===== config.mk =====
export PLATFORM = sky130hd
export DESIGN_NAME = psid_sequencer
export DESIGN_NICKNAME = d
export VERILOG_FILES = /design/src/logic/psid_pkg.sv /design/src/logic/psid_selftest.sv /design/src/logic/psid_sequencer.sv
export VERILOG_INCLUDE_DIRS = /design/src /design/src/logic
export SDC_FILE = /design/constraint.sdc
export NUM_CORES = 1
export LEC_CHECK = 0
export ABC_AREA = 1
export BUFFER_PORTS_ARGS = -buffer_cell sky130_fd_sc_hd__buf_2
export CAP_MARGIN = 20
export CORE_ASPECT_RATIO = 1.2
export CORE_UTILIZATION = 54
export DETAILED_ROUTE_END_ITERATION = 16
export PLACE_DENSITY = 0.86
export SYNTH_ARGS = -nofsm -noshare
export SYNTH_HDL_FRONTEND = slang
export SYNTH_SLANG_ARGS = --single-unit

===== constraint.sdc =====
create_clock -name clk -period 6.7 [get_ports clk]
set_input_delay 0.335 -clock clk [delete_from_list [all_inputs] [get_ports clk]]
set_output_delay 0.335 -clock clk [all_outputs]
set_load 0.03 [all_outputs]

===== src/logic/psid_consts.svh =====
// register offsets, field positions, reset values and nibble indices of the init sequencer
`ifndef PSID_CONSTS_SVH
`define PSID_CONSTS_SVH
// register byte addresses
`define PSID_ADR_CTRL       6'h00
`define PSID_ADR_TIMING2    6'h04
`define PSID_ADR_USERA      6'h08
`define PSID_ADR_USERB      6'h0c
`define PSID_ADR_SERIAL     6'h10
`define PSID_ADR_SERPART    6'h14
`define PSID_ADR_RESULT     6'h18
`define PSID_ADR_STATUS     6'h1c
`define PSID_ADR_MASK       6'h20
// control register fields, timing2 select bit and reset value (retry limit 3, repetition 4)
`define PSID_CTRL_RST       32'h0000_0430
`define PSID_CTRL_EXT       0
`define PSID_CTRL_ASYNC     1
`define PSID_CTRL_RETRY     4
`define PSID_CTRL_REP       8
`define PSID_T2_SEL19       0
// nibble indices of the second init phase, reserved nibble value and last ready flag value
`define PSID_NIB_FIRST      6'h0a
`define PSID_NIB_SEL19      6'h13
`define PSID_NIB_SEL20      6'h14
`define PSID_NIB_SER_END    6'h1c
`define PSID_NIB_STD_LAST   6'h20
`define PSID_NIB_RES_FIRST  6'h21
`define PSID_NIB_RES_SECOND 6'h22
`define PSID_NIB_RES_END    6'h28
`define PSID_NIB_EXT_LAST   6'h30
`define PSID_RSVD_VALUE     4'h0
`define PSID_READY_LAST     1'h1
// sticky status bits
`define PSID_STS_P2DONE     0
`define PSID_STS_PASS       1
`define PSID_STS_FAIL       2
`define PSID_STS_INITDONE   3
`define PSID_STS_W          4
`endif


===== src/logic/psid_pkg.sv =====
// types of the init sequencer
package psid_pkg;
	// main sequencer states
	typedef enum logic [5:0] {
		SEQ_IDLE = 6'b000001,
		SEQ_ID   = 6'b000010,
		SEQ_DATA = 6'b000100,
		SEQ_PH3  = 6'b001000,
		SEQ_DONE = 6'b010000,
		SEQ_WAIT = 6'b100000
	} psid_seq_t;
	// self-test controller states
	typedef enum logic [2:0] {
		ST_IDLE = 3'b001,
		ST_RUN  = 3'b010,
		ST_END  = 3'b100
	} psid_st_t;
	// kind of one outgoing transmission
	typedef enum logic [1:0] {
		TX_ID    = 2'h0,
		TX_DATA  = 2'h1,
		TX_BUSY  = 2'h2,
		TX_READY = 2'h3
	} psid_tx_t;
endpackage : psid_pkg


===== src/logic/psid_selftest.sv =====
// self-test run controller with bounded retries
`timescale 1ns/1ns
module psid_selftest #(
	parameter int RETRY_W = 4
) (
	input  wire logic               clk,
	input  wire logic               rst,
	input  wire logic               start,      // one-cycle start request
	input  wire logic [RETRY_W-1:0] retryLimit, // further runs allowed after a failure
	input  wire logic               runDone,    // core finished one run
	input  wire logic               runPass,    // result of that run
	output logic                    runReq,     // one-cycle request for a run
	output logic                    done,       // self-test finished
	output logic                    passed,     // finished with a pass
	output logic [RETRY_W-1:0]      retries     // retries used so far
);
	import psid_pkg::*;

	if (RETRY_W < 1 || RETRY_W > 8) begin : g_chk
		$error("psid_selftest: RETRY_W out of range");
	end

	psid_st_t          state_q;   // controller state
	logic              req_q;     // run request pulse
	logic              pass_q;    // final verdict
	logic [RETRY_W-1:0] retry_q;  // retries used

	// run, check, retry or stop
	always_ff @(posedge clk or posedge rst) begin
		if (rst) begin
			state_q <= ST_IDLE;
			req_q   <= 1'b0;
			pass_q  <= 1'b0;
			retry_q <= '0;
		end else begin
			req_q <= 1'b0;
			unique case (state_q)
				ST_IDLE: begin
					if (start) begin
						req_q   <= 1'b1;
						state_q <= ST_RUN;
					end
				end
				ST_RUN: begin
					if (runDone && runPass) begin
						// first pass ends the test, no more runs
						pass_q  <= 1'b1; // RULE14
						state_q <= ST_END;
					end else if (runDone && retry_q == retryLimit) begin
						// out of retries, keep the fail
						state_q <= ST_END;
					end else if (runDone) begin
						// failed run is repeated while retries remain
						retry_q <= retry_q + 1'b1; // RULE13
						req_q   <= 1'b1;
					end
				end
				ST_END: begin
					// stays here until reset
					state_q <= ST_END;
				end
			endcase
		end
	end

	assign runReq  = req_q;
	assign done    = (state_q == ST_END);
	assign passed  = pass_q;
	assign retries = retry_q;
endmodule : psid_selftest


===== src/logic/psid_sequencer.sv =====
// init phase 2 and 3 sequencer with self-test control and wishbone registers
//
// Operation
// RULE1 - each nibble sent as id then data, k times
// RULE2 - 32 nibbles, or 48 with extended phase 2
// RULE3 - fixed map of user, serial, part nibbles
// RULE4 - nibbles 19 and 20 chosen by select bit
// RULE5 - nibbles 33 to 40 carry self-test results
// RULE6 - first-run pass gives final results there
// RULE7 - unfinished test sends latest available values
// RULE8 - exhausted retries send last failed data
// RULE9 - async mode never waits for self-test
// RULE10 - async extended mode zeroes nibbles 33, 34
// RULE11 - reserved nibbles carry a constant value
// RULE12 - self-test starts when phase 1 ends
// RULE13 - failed self-test retried up to limit
// RULE14 - first pass ends self-test, no retries
// RULE15 - busy messages while self-test still runs
// RULE16 - exactly two ready messages after self-test
// RULE17 - done flag set on leaving phase 3
`timescale 1ns/1ns
`include "psid_consts.svh"
module psid_sequencer #(
	parameter int RETRY_W = 4
) (
	input  wire logic        clk,
	input  wire logic        rst,
	input  wire logic        wb_cyc_i,
	input  wire logic        wb_stb_i,
	input  wire logic        wb_we_i,
	input  wire logic [5:0]  wb_adr_i,
	input  wire logic [3:0]  wb_sel_i,
	input  wire logic [31:0] wb_dat_i,
	output logic [31:0]      wb_dat_o,
	output logic             wb_ack_o,
	input  wire logic        phase1Done,   // core finished phase 1
	output logic             stRunReq,     // start one self-test run
	input  wire logic        stRunDone,    // run finished, results valid
	input  wire logic        stRunPass,    // run verdict
	input  wire logic [31:0] stResult,     // pos avg, pos offset, neg avg, neg offset
	output logic             txValid,      // transmission pending
	input  wire logic        txReady,      // framer takes it
	output psid_pkg::psid_tx_t txKind,     // id, data, busy or ready
	output logic [5:0]       txData,       // nibble index or data nibble
	output logic             initDoneFlag, // init finished
	output logic             irq           // level interrupt
);
	import psid_pkg::*;

	if (RETRY_W < 1 || RETRY_W > 4) begin : g_chk
		$error("psid_sequencer: RETRY_W must fit the control field");
	end

	logic [31:0] ctrl_q;       // ext, async, retry limit, repetition
	logic        sel19_q;      // timing_config_two select bit
	logic [31:0] userA_q;      // user bytes 7..4
	logic [15:0] userB_q;      // user byte E, user byte 8
	logic [31:0] serial_q;     // serial bytes 3..0
	logic [19:0] serPart_q;    // part nibble, part byte zero, serial byte four
	logic [31:0] result_q;     // latest self-test values
	logic [`PSID_STS_W-1:0] sts_q;  // sticky events
	logic [`PSID_STS_W-1:0] mask_q; // interrupt mask
	logic        ack_q;        // bus answer
	logic [31:0] rdat_q;       // bus read data
	psid_seq_t   state_q;      // sequencer state
	logic [5:0]  nib_q;        // current nibble index
	logic [5:0]  last_q;       // last nibble of phase 2
	logic [3:0]  rep_q;        // repetition counter
	logic [3:0]  dataNib_q;    // data nibble caught at id accept
	logic        ready_q;      // one ready message already sent
	logic        done_q;       // init done flag
	logic        stStart;      // self-test start pulse
	logic        stDone;       // self-test finished
	logic        stPassed;     // self-test verdict
	logic        busWr;        // accepted write
	logic        busRd;        // accepted read
	logic        accept;       // transmission taken
	logic [3:0]  repLast;      // last repetition index
	logic [3:0]  nibVal;       // nibble content mux
	logic [`PSID_STS_W-1:0] stsSet; // events this cycle

	wire logic       extEn   = ctrl_q[`PSID_CTRL_EXT];
	wire logic       asyncEn = ctrl_q[`PSID_CTRL_ASYNC];
	wire logic [3:0] repCfg  = ctrl_q[`PSID_CTRL_REP +: 4];
	// self-test run control
	psid_selftest #(
		.RETRY_W(RETRY_W)
	) u_selftest (
		.clk       (clk),
		.rst       (rst),
		.start     (stStart),
		.retryLimit(ctrl_q[`PSID_CTRL_RETRY +: RETRY_W]),
		.runDone   (stRunDone),
		.runPass   (stRunPass),
		.runReq    (stRunReq),
		.done      (stDone),
		.passed    (stPassed),
		.retries   ()
	);
	// classic wishbone: one wait state, ack dropped after one cycle
	assign busWr = wb_cyc_i && wb_stb_i && !ack_q && wb_we_i;
	assign busRd = wb_cyc_i && wb_stb_i && !ack_q && !wb_we_i;
	// bus answer and read data
	always_ff @(posedge clk or posedge rst) begin
		if (rst) begin
			ack_q  <= 1'b0;
			rdat_q <= 32'h0000_0000;
		end else begin
			ack_q <= busWr || busRd;
			if (busRd) begin
				unique case (wb_adr_i)
					`PSID_ADR_CTRL:    rdat_q <= ctrl_q;
					`PSID_ADR_TIMING2: rdat_q <= {31'h0000_0000, sel19_q};
					`PSID_ADR_USERA:   rdat_q <= userA_q;
					`PSID_ADR_USERB:   rdat_q <= {16'h0000, userB_q};
					`PSID_ADR_SERIAL:  rdat_q <= serial_q;
					`PSID_ADR_SERPART: rdat_q <= {12'h000, serPart_q};
					`PSID_ADR_RESULT:  rdat_q <= result_q;
					// live state above the sticky bits
					`PSID_ADR_STATUS:  rdat_q <= {19'h00000, stPassed, stDone, done_q, state_q, sts_q};
					`PSID_ADR_MASK:    rdat_q <= {28'h0000000, mask_q};
					default:           rdat_q <= 32'h0000_0000; // unmapped reads zero
				endcase
			end
		end
	end
	assign wb_ack_o = ack_q;
	assign wb_dat_o = rdat_q;

	// software-written configuration, byte lanes honoured
	always_ff @(posedge clk or posedge rst) begin
		if (rst) begin
			ctrl_q    <= `PSID_CTRL_RST;
			sel19_q   <= 1'b0;
			userA_q   <= 32'h0000_0000;
			userB_q   <= 16'h0000;
			serial_q  <= 32'h0000_0000;
			serPart_q <= 20'h00000;
			mask_q    <= '0;
		end else if (busWr) begin
			for (int b = 0; b < 4; b++) begin
				if (wb_sel_i[b]) begin
					unique case (wb_adr_i)
						`PSID_ADR_CTRL:   ctrl_q[b*8 +: 8]   <= wb_dat_i[b*8 +: 8];
						`PSID_ADR_USERA:  userA_q[b*8 +: 8]  <= wb_dat_i[b*8 +: 8];
						`PSID_ADR_SERIAL: serial_q[b*8 +: 8] <= wb_dat_i[b*8 +: 8];
						default: ;
					endcase
				end
			end
			if (wb_sel_i[0]) begin
				unique case (wb_adr_i)
					`PSID_ADR_TIMING2: sel19_q <= wb_dat_i[`PSID_T2_SEL19];
					`PSID_ADR_USERB:   userB_q[7:0] <= wb_dat_i[7:0];
					`PSID_ADR_SERPART: serPart_q[7:0] <= wb_dat_i[7:0];
					`PSID_ADR_MASK:    mask_q <= wb_dat_i[`PSID_STS_W-1:0];
					default: ;
				endcase
			end
			if (wb_sel_i[1] && wb_adr_i == `PSID_ADR_USERB) begin
				userB_q[15:8] <= wb_dat_i[15:8];
			end
			if (wb_sel_i[1] && wb_adr_i == `PSID_ADR_SERPART) begin
				serPart_q[15:8] <= wb_dat_i[15:8];
			end
			if (wb_sel_i[2] && wb_adr_i == `PSID_ADR_SERPART) begin
				serPart_q[19:16] <= wb_dat_i[19:16];
			end
		end
	end

	// each finished run overwrites: a pass, a running test and an exhausted fail show the latest
	always_ff @(posedge clk or posedge rst) begin
		if (rst) begin
			result_q <= 32'h0000_0000;
		end else if (stRunDone) begin
			result_q <= stResult; // RULE6 RULE7 RULE8
		end
	end

	// content of each phase 2 nibble
	always_comb begin
		nibVal = `PSID_RSVD_VALUE; // RULE11
		if (nib_q >= `PSID_NIB_RES_FIRST && nib_q <= `PSID_NIB_RES_END) begin
			// high nibble first through the four result bytes
			nibVal = result_q[{3'(`PSID_NIB_RES_END - nib_q), 2'h0} +: 4]; // RULE5
			if (asyncEn && extEn && nib_q <= `PSID_NIB_RES_SECOND) begin
				nibVal = 4'h0; // RULE10
			end
		end else if (nib_q > `PSID_NIB_SEL20 && nib_q <= `PSID_NIB_SER_END) begin
			nibVal = serial_q[{3'(`PSID_NIB_SER_END - nib_q), 2'h0} +: 4]; // RULE3
		end else begin
			unique case (nib_q)
				6'h0a: nibVal = userA_q[3:0]; // RULE3
				6'h0b: nibVal = userA_q[7:4];
				6'h0c: nibVal = userA_q[11:8];
				6'h0d: nibVal = userA_q[15:12];
				6'h0e: nibVal = userA_q[19:16];
				6'h0f: nibVal = userA_q[27:24];
				6'h10: nibVal = userA_q[31:28];
				6'h11: nibVal = userB_q[3:0];
				6'h12: nibVal = userB_q[7:4];
				// serial byte four or user data, by the select bit
				`PSID_NIB_SEL19: nibVal = sel19_q ? serPart_q[7:4] : userA_q[23:20]; // RULE4
				`PSID_NIB_SEL20: nibVal = sel19_q ? serPart_q[3:0] : userB_q[15:12]; // RULE4
				6'h1d: nibVal = serPart_q[19:16];
				6'h1e: nibVal = serPart_q[15:12];
				6'h1f: nibVal = serPart_q[11:8];
				6'h20: nibVal = userA_q[23:20];
				default: nibVal = `PSID_RSVD_VALUE;
			endcase
		end
	end

	assign repLast = (repCfg == 4'h0) ? 4'h0 : repCfg - 4'h1; // zero treated as one
	assign accept  = txValid && txReady;
	assign stStart = (state_q == SEQ_IDLE) && phase1Done; // RULE12

	// phase 2 pairs, then phase 3 busy and ready messages
	always_ff @(posedge clk or posedge rst) begin
		if (rst) begin
			state_q   <= SEQ_IDLE;
			nib_q     <= `PSID_NIB_FIRST;
			last_q    <= `PSID_NIB_STD_LAST;
			rep_q     <= 4'h0;
			dataNib_q <= 4'h0;
			ready_q   <= 1'b0;
		end else begin
			unique case (state_q)
				SEQ_IDLE: begin
					if (phase1Done) begin
						// length fixed for the whole phase
						last_q  <= extEn ? `PSID_NIB_EXT_LAST : `PSID_NIB_STD_LAST; // RULE2
						state_q <= SEQ_ID;
					end
				end
				SEQ_ID: begin
					if (accept) begin
						// values caught here; no wait on self-test in any mode
						dataNib_q <= nibVal; // RULE9
						state_q   <= SEQ_DATA; // RULE1
					end
				end
				SEQ_DATA: begin
					if (accept && rep_q != repLast) begin
						rep_q   <= rep_q + 4'h1; // RULE1
						state_q <= SEQ_ID;
					end else if (accept && nib_q == last_q) begin
						rep_q   <= 4'h0;
						state_q <= SEQ_PH3; // RULE2
					end else if (accept) begin
						rep_q   <= 4'h0;
						nib_q   <= nib_q + 6'h01;
						state_q <= SEQ_ID;
					end
				end
				SEQ_PH3: begin
					if (accept && stDone) begin
						ready_q <= 1'b1;
						if (ready_q == `PSID_READY_LAST) begin
							state_q <= SEQ_DONE; // RULE16
						end
					end
				end
				SEQ_DONE: state_q <= SEQ_WAIT;
				SEQ_WAIT: state_q <= SEQ_WAIT;
				default:  state_q <= SEQ_IDLE;
			endcase
		end
	end

	// outgoing transmission
	assign txValid = (state_q == SEQ_ID) || (state_q == SEQ_DATA) || (state_q == SEQ_PH3);
	always_comb begin
		txKind = TX_ID;
		txData = nib_q;
		if (state_q == SEQ_DATA) begin
			txKind = TX_DATA;
			txData = {2'h0, dataNib_q};
		end else if (state_q == SEQ_PH3) begin
			txKind = stDone ? TX_READY : TX_BUSY; // RULE15
			txData = 6'h00;
		end
	end

	// flag set by the sequencer itself on leaving phase 3
	always_ff @(posedge clk or posedge rst) begin
		if (rst) begin
			done_q <= 1'b0;
		end else if (state_q == SEQ_DONE) begin
			done_q <= 1'b1; // RULE17
		end
	end
	assign initDoneFlag = done_q;

	// sticky events, cleared by a status read; a new event wins over the clear
	assign stsSet[`PSID_STS_P2DONE]   = (state_q == SEQ_DATA) && accept && rep_q == repLast && nib_q == last_q;
	assign stsSet[`PSID_STS_PASS]     = stRunDone && stRunPass;
	assign stsSet[`PSID_STS_FAIL]     = stRunDone && !stRunPass;
	assign stsSet[`PSID_STS_INITDONE] = (state_q == SEQ_DONE);
	always_ff @(posedge clk or posedge rst) begin
		if (rst) begin
			sts_q <= '0;
		end else if (busRd && wb_adr_i == `PSID_ADR_STATUS) begin
			sts_q <= stsSet;
		end else begin
			sts_q <= sts_q | stsSet;
		end
	end
	assign irq = |(sts_q & mask_q);
endmodule : psid_sequencer


==> impl_metrics.ini <==
[job]
maxCapViolCount = 0

[logic_synthesis]
syn_nets = 1599
synthAdderAreaFrac = 0.00629
syn_area_per_cell_um2 = 7.90
synth_top_family_by_area = simple AND/OR/NAND/NOR gates
synth_area_um2 = 11900
yosys_warnings = 0
seq_area_frac_synth = 0.500
synth_xor_area_frac = 0.0103
synth-simple-area-share = 0.238
synth_compound_area_frac = 0.174
synthCells = 1510
ys_types = 49
ys_ff_latch = 238
synth_mux_area_frac = 0.000944

[global_route]
grt_util_all_layers = 0.356
grt_max_degree = 135
first_global_vias = 10800
grt_pass1_wl_um = 60100
antenna_found_initial = 0
grt.overflow.total = 0

[placed_design]
dpl.hpwl_um = 28700
gp_congestion = 0.976
io_buffers = 127
dp_slack_ns = 3.62
dp.cells = 1855

[clock_network]
cts_setup_buffers = 0
cts_tree = yes
hold_buffers = 2
postCtsResizedCells = 0
cts_sinks = 238
root_buffer = clkbuf_16
clk_latency_ns = 0.53
cts.htree.levels = 1
cts.clk_slew.worst_paths_ns = 0.07
clock_path_buffers = 3
cts_made_buffers = 24

[power_and_ir_drop]
vdd_drop_max_uv = 232
leakage_nw = 6.74
powerDensity_nw_per_um2 = 253

[critical_path]
crit_required_ns = 7.15
slowest_delay_ns = 0.76
path_cells = inv_1 -> buf_4 -> ha_1 -> inv_1 -> a21oi_1 -> o21ai_0 -> a21boi_0 -> or2_2 -> a21oi_1 -> a21oi_1
arrival_ns = 3.61
startpoint_type = register
setup.worst_path.end_class = register
crit_type = register to register
cp_common_cell = a21oi_1
crit_fanout = 51
crit_slowest_cell = ha_1

[sta]
finalWorstSetupSlack_ns = 3.54
slew_headroom = 0.313
finalMaxSlewViolations = 0
rsz0062_at_grt = false
max_freq_ghz = 0.317
worstMarginPinSlew_ns = 1.03
setup_viol = 0
clock_skew_ns = 0.0265
final.setup.tns_ns = 0
period_minus_slack_ns = 3.16
min_period_over_period = 0.472
hold_violations = 0

[floorplan]
initial_core_util = 0.550
fp.dieW_um = 138
dieArea_um2 = 22700
die_h_um = 165
ios = 128
rows = 59
design.core.area_um2 = 21700

[layout]
area_growth_pct = 13.7
num-fill-cells = 1863
final_cells = 1901
nets = 1698
layout_commonest_cell = nand2_1
drive_above_1_share = 0.137
layout.cells.most_common_list = nand2_1, o21ai_0, dfrtp_1
antenna_cells = 0

[min_path]
hp-class = primary input to register

[drt]
totalWireLength_um = 39300
drcViolationCount = 0
drt_iter0_drc = 1247
antenna_left = 0
first_pass_iters = 5
wl_per_cell_um = 20.7
vias_per_cell = 5.95
dr_total_vias = 11300

[outcome]
outcome = completed
-- worst max-delay path, delay by kind of cell (launching register included) --
family                   cells  cell delay (ns)
adder cells (fa/ha/maj)      1             0.76
flip-flops                   1             0.75
buffers and inverters        3             0.74
AO/OA/AOI/OAI                5             0.68
AND/OR/NAND/NOR              1             0.14
-- through the flow --
stage                     instance area (µm²)  total power [mW]  hold slack, ns  utilization
after floorplan                         11900              1.86           0.409            -
after global placement                  12700              1.99           0.452        0.585
after detailed placement                12700              2.01           0.459        0.585
after CTS                               13600              3.44        0.000137        0.625
after global routing                    13600              3.56          0.0102        0.625
final                                   13600              3.43         0.00624        0.625
-- path summary, 6_finish.rpt --
kind,startpoint,to,slack (ns),cells past startpoint
worst min register to register,wb_dat_o[8],wb_dat_o[8],0.47,2
worst max register to register,nib_q[0],dataNib_q[2],3.54,10
min in group asynchronous,rst,wb_dat_o[0],0.45,3
max in group asynchronous,rst,userA_q[18],4.89,4
worst min-delay path,stResult[30],result_q[30],0.006,3
worst max-delay path,nib_q[0],dataNib_q[2],3.54,10
-- synth_stat cells (all sizes together) --
cell type | number | share of area
nand2 | 467 | 0.15
o21ai | 256 | 0.11
dfrtp | 231 | 0.48
inv | 140 | 0.044
nor2 | 94 | 0.035
nand3 | 60 | 0.026
a21oi | 47 | 0.020
clkbuf | 41 | 0.013
nand4 | 36 | 0.021
buf | 25 | 0.013
a22oi | 24 | 0.015
o211ai | 9 | 0.0057
xor2 | 8 | 0.0059
a221oi | 7 | 0.0051
dfstp | 7 | 0.015
o2111ai | 7 | 0.0051
ha | 6 | 0.0063
nor3 | 6 | 0.0029
o221ai | 6 | 0.0044
xnor2 | 6 | 0.0044
o22ai | 5 | 0.0026
a211oi | 3 | 0.0019
a21o | 3 | 0.0019
a31o | 3 | 0.0022
or2 | 3 | 0.0016
clkinv | 2 | 0.00063
nor4 | 2 | 0.0023
a21boi | 1 | 0.00063
a31oi | 1 | 0.00052
mux2 | 1 | 0.00094
nor3b | 1 | 0.0016
o21a | 1 | 0.00063
o2bb2ai | 1 | 0.00073
-- registers in the layout (all words and copies together) (netlist names), 6 cells and up --
name,count
serial_q,32
userB_q,16
nib_q,6
ctrl_q,32
userA_q,32
result_q,32
state_q,6
serPart_q,20
wb_dat_o,32
-- power breakdown --
| group | internal (mW) | switching [mW] |
|---|---|---|
| clock | 0.865 | 0.580 |
| sequential | 1.52 | 0.0936 |
| combinational | 0.124 | 0.248 |
-- final cells by class --
cell class / count / area (µm²) / area share
sequential: 238 / 5960 / 0.440
multi-input combinational: 1064 / 5120 / 0.378
timing repair buffer: 139 / 743 / 0.0548
clock buffer: 34 / 719 / 0.0530
inverter: 142 / 539 / 0.0397
tap: 274 / 343 / 0.0253
clock inverter: 10 / 133 / 0.00978
-- layer usage --
layer / wire length, µm / global-route usage / vias up
met2: 18900 / 0.582 / 617
met1: 14800 / 0.447 / 5352
met4: 2480 / 0.208 / 0
met5: 0 / 0 / -
li1: - / - / 5197
met3: 3120 / 0.0549 / 137
-- cells by family (layout without fill, tap and decap cells) --
group | after synthesis | in the layout
AO/OA/AOI/OAI | 374 | 374
multiplexers | 1 | 1
adder cells (fa/ha/maj) | 6 | 6
flip-flops | 238 | 238
XOR/XNOR | 14 | 14
AND/OR/NAND/NOR | 669 | 669
buffers and inverters | 208 | 325
(Power assumes the default switching activity.)
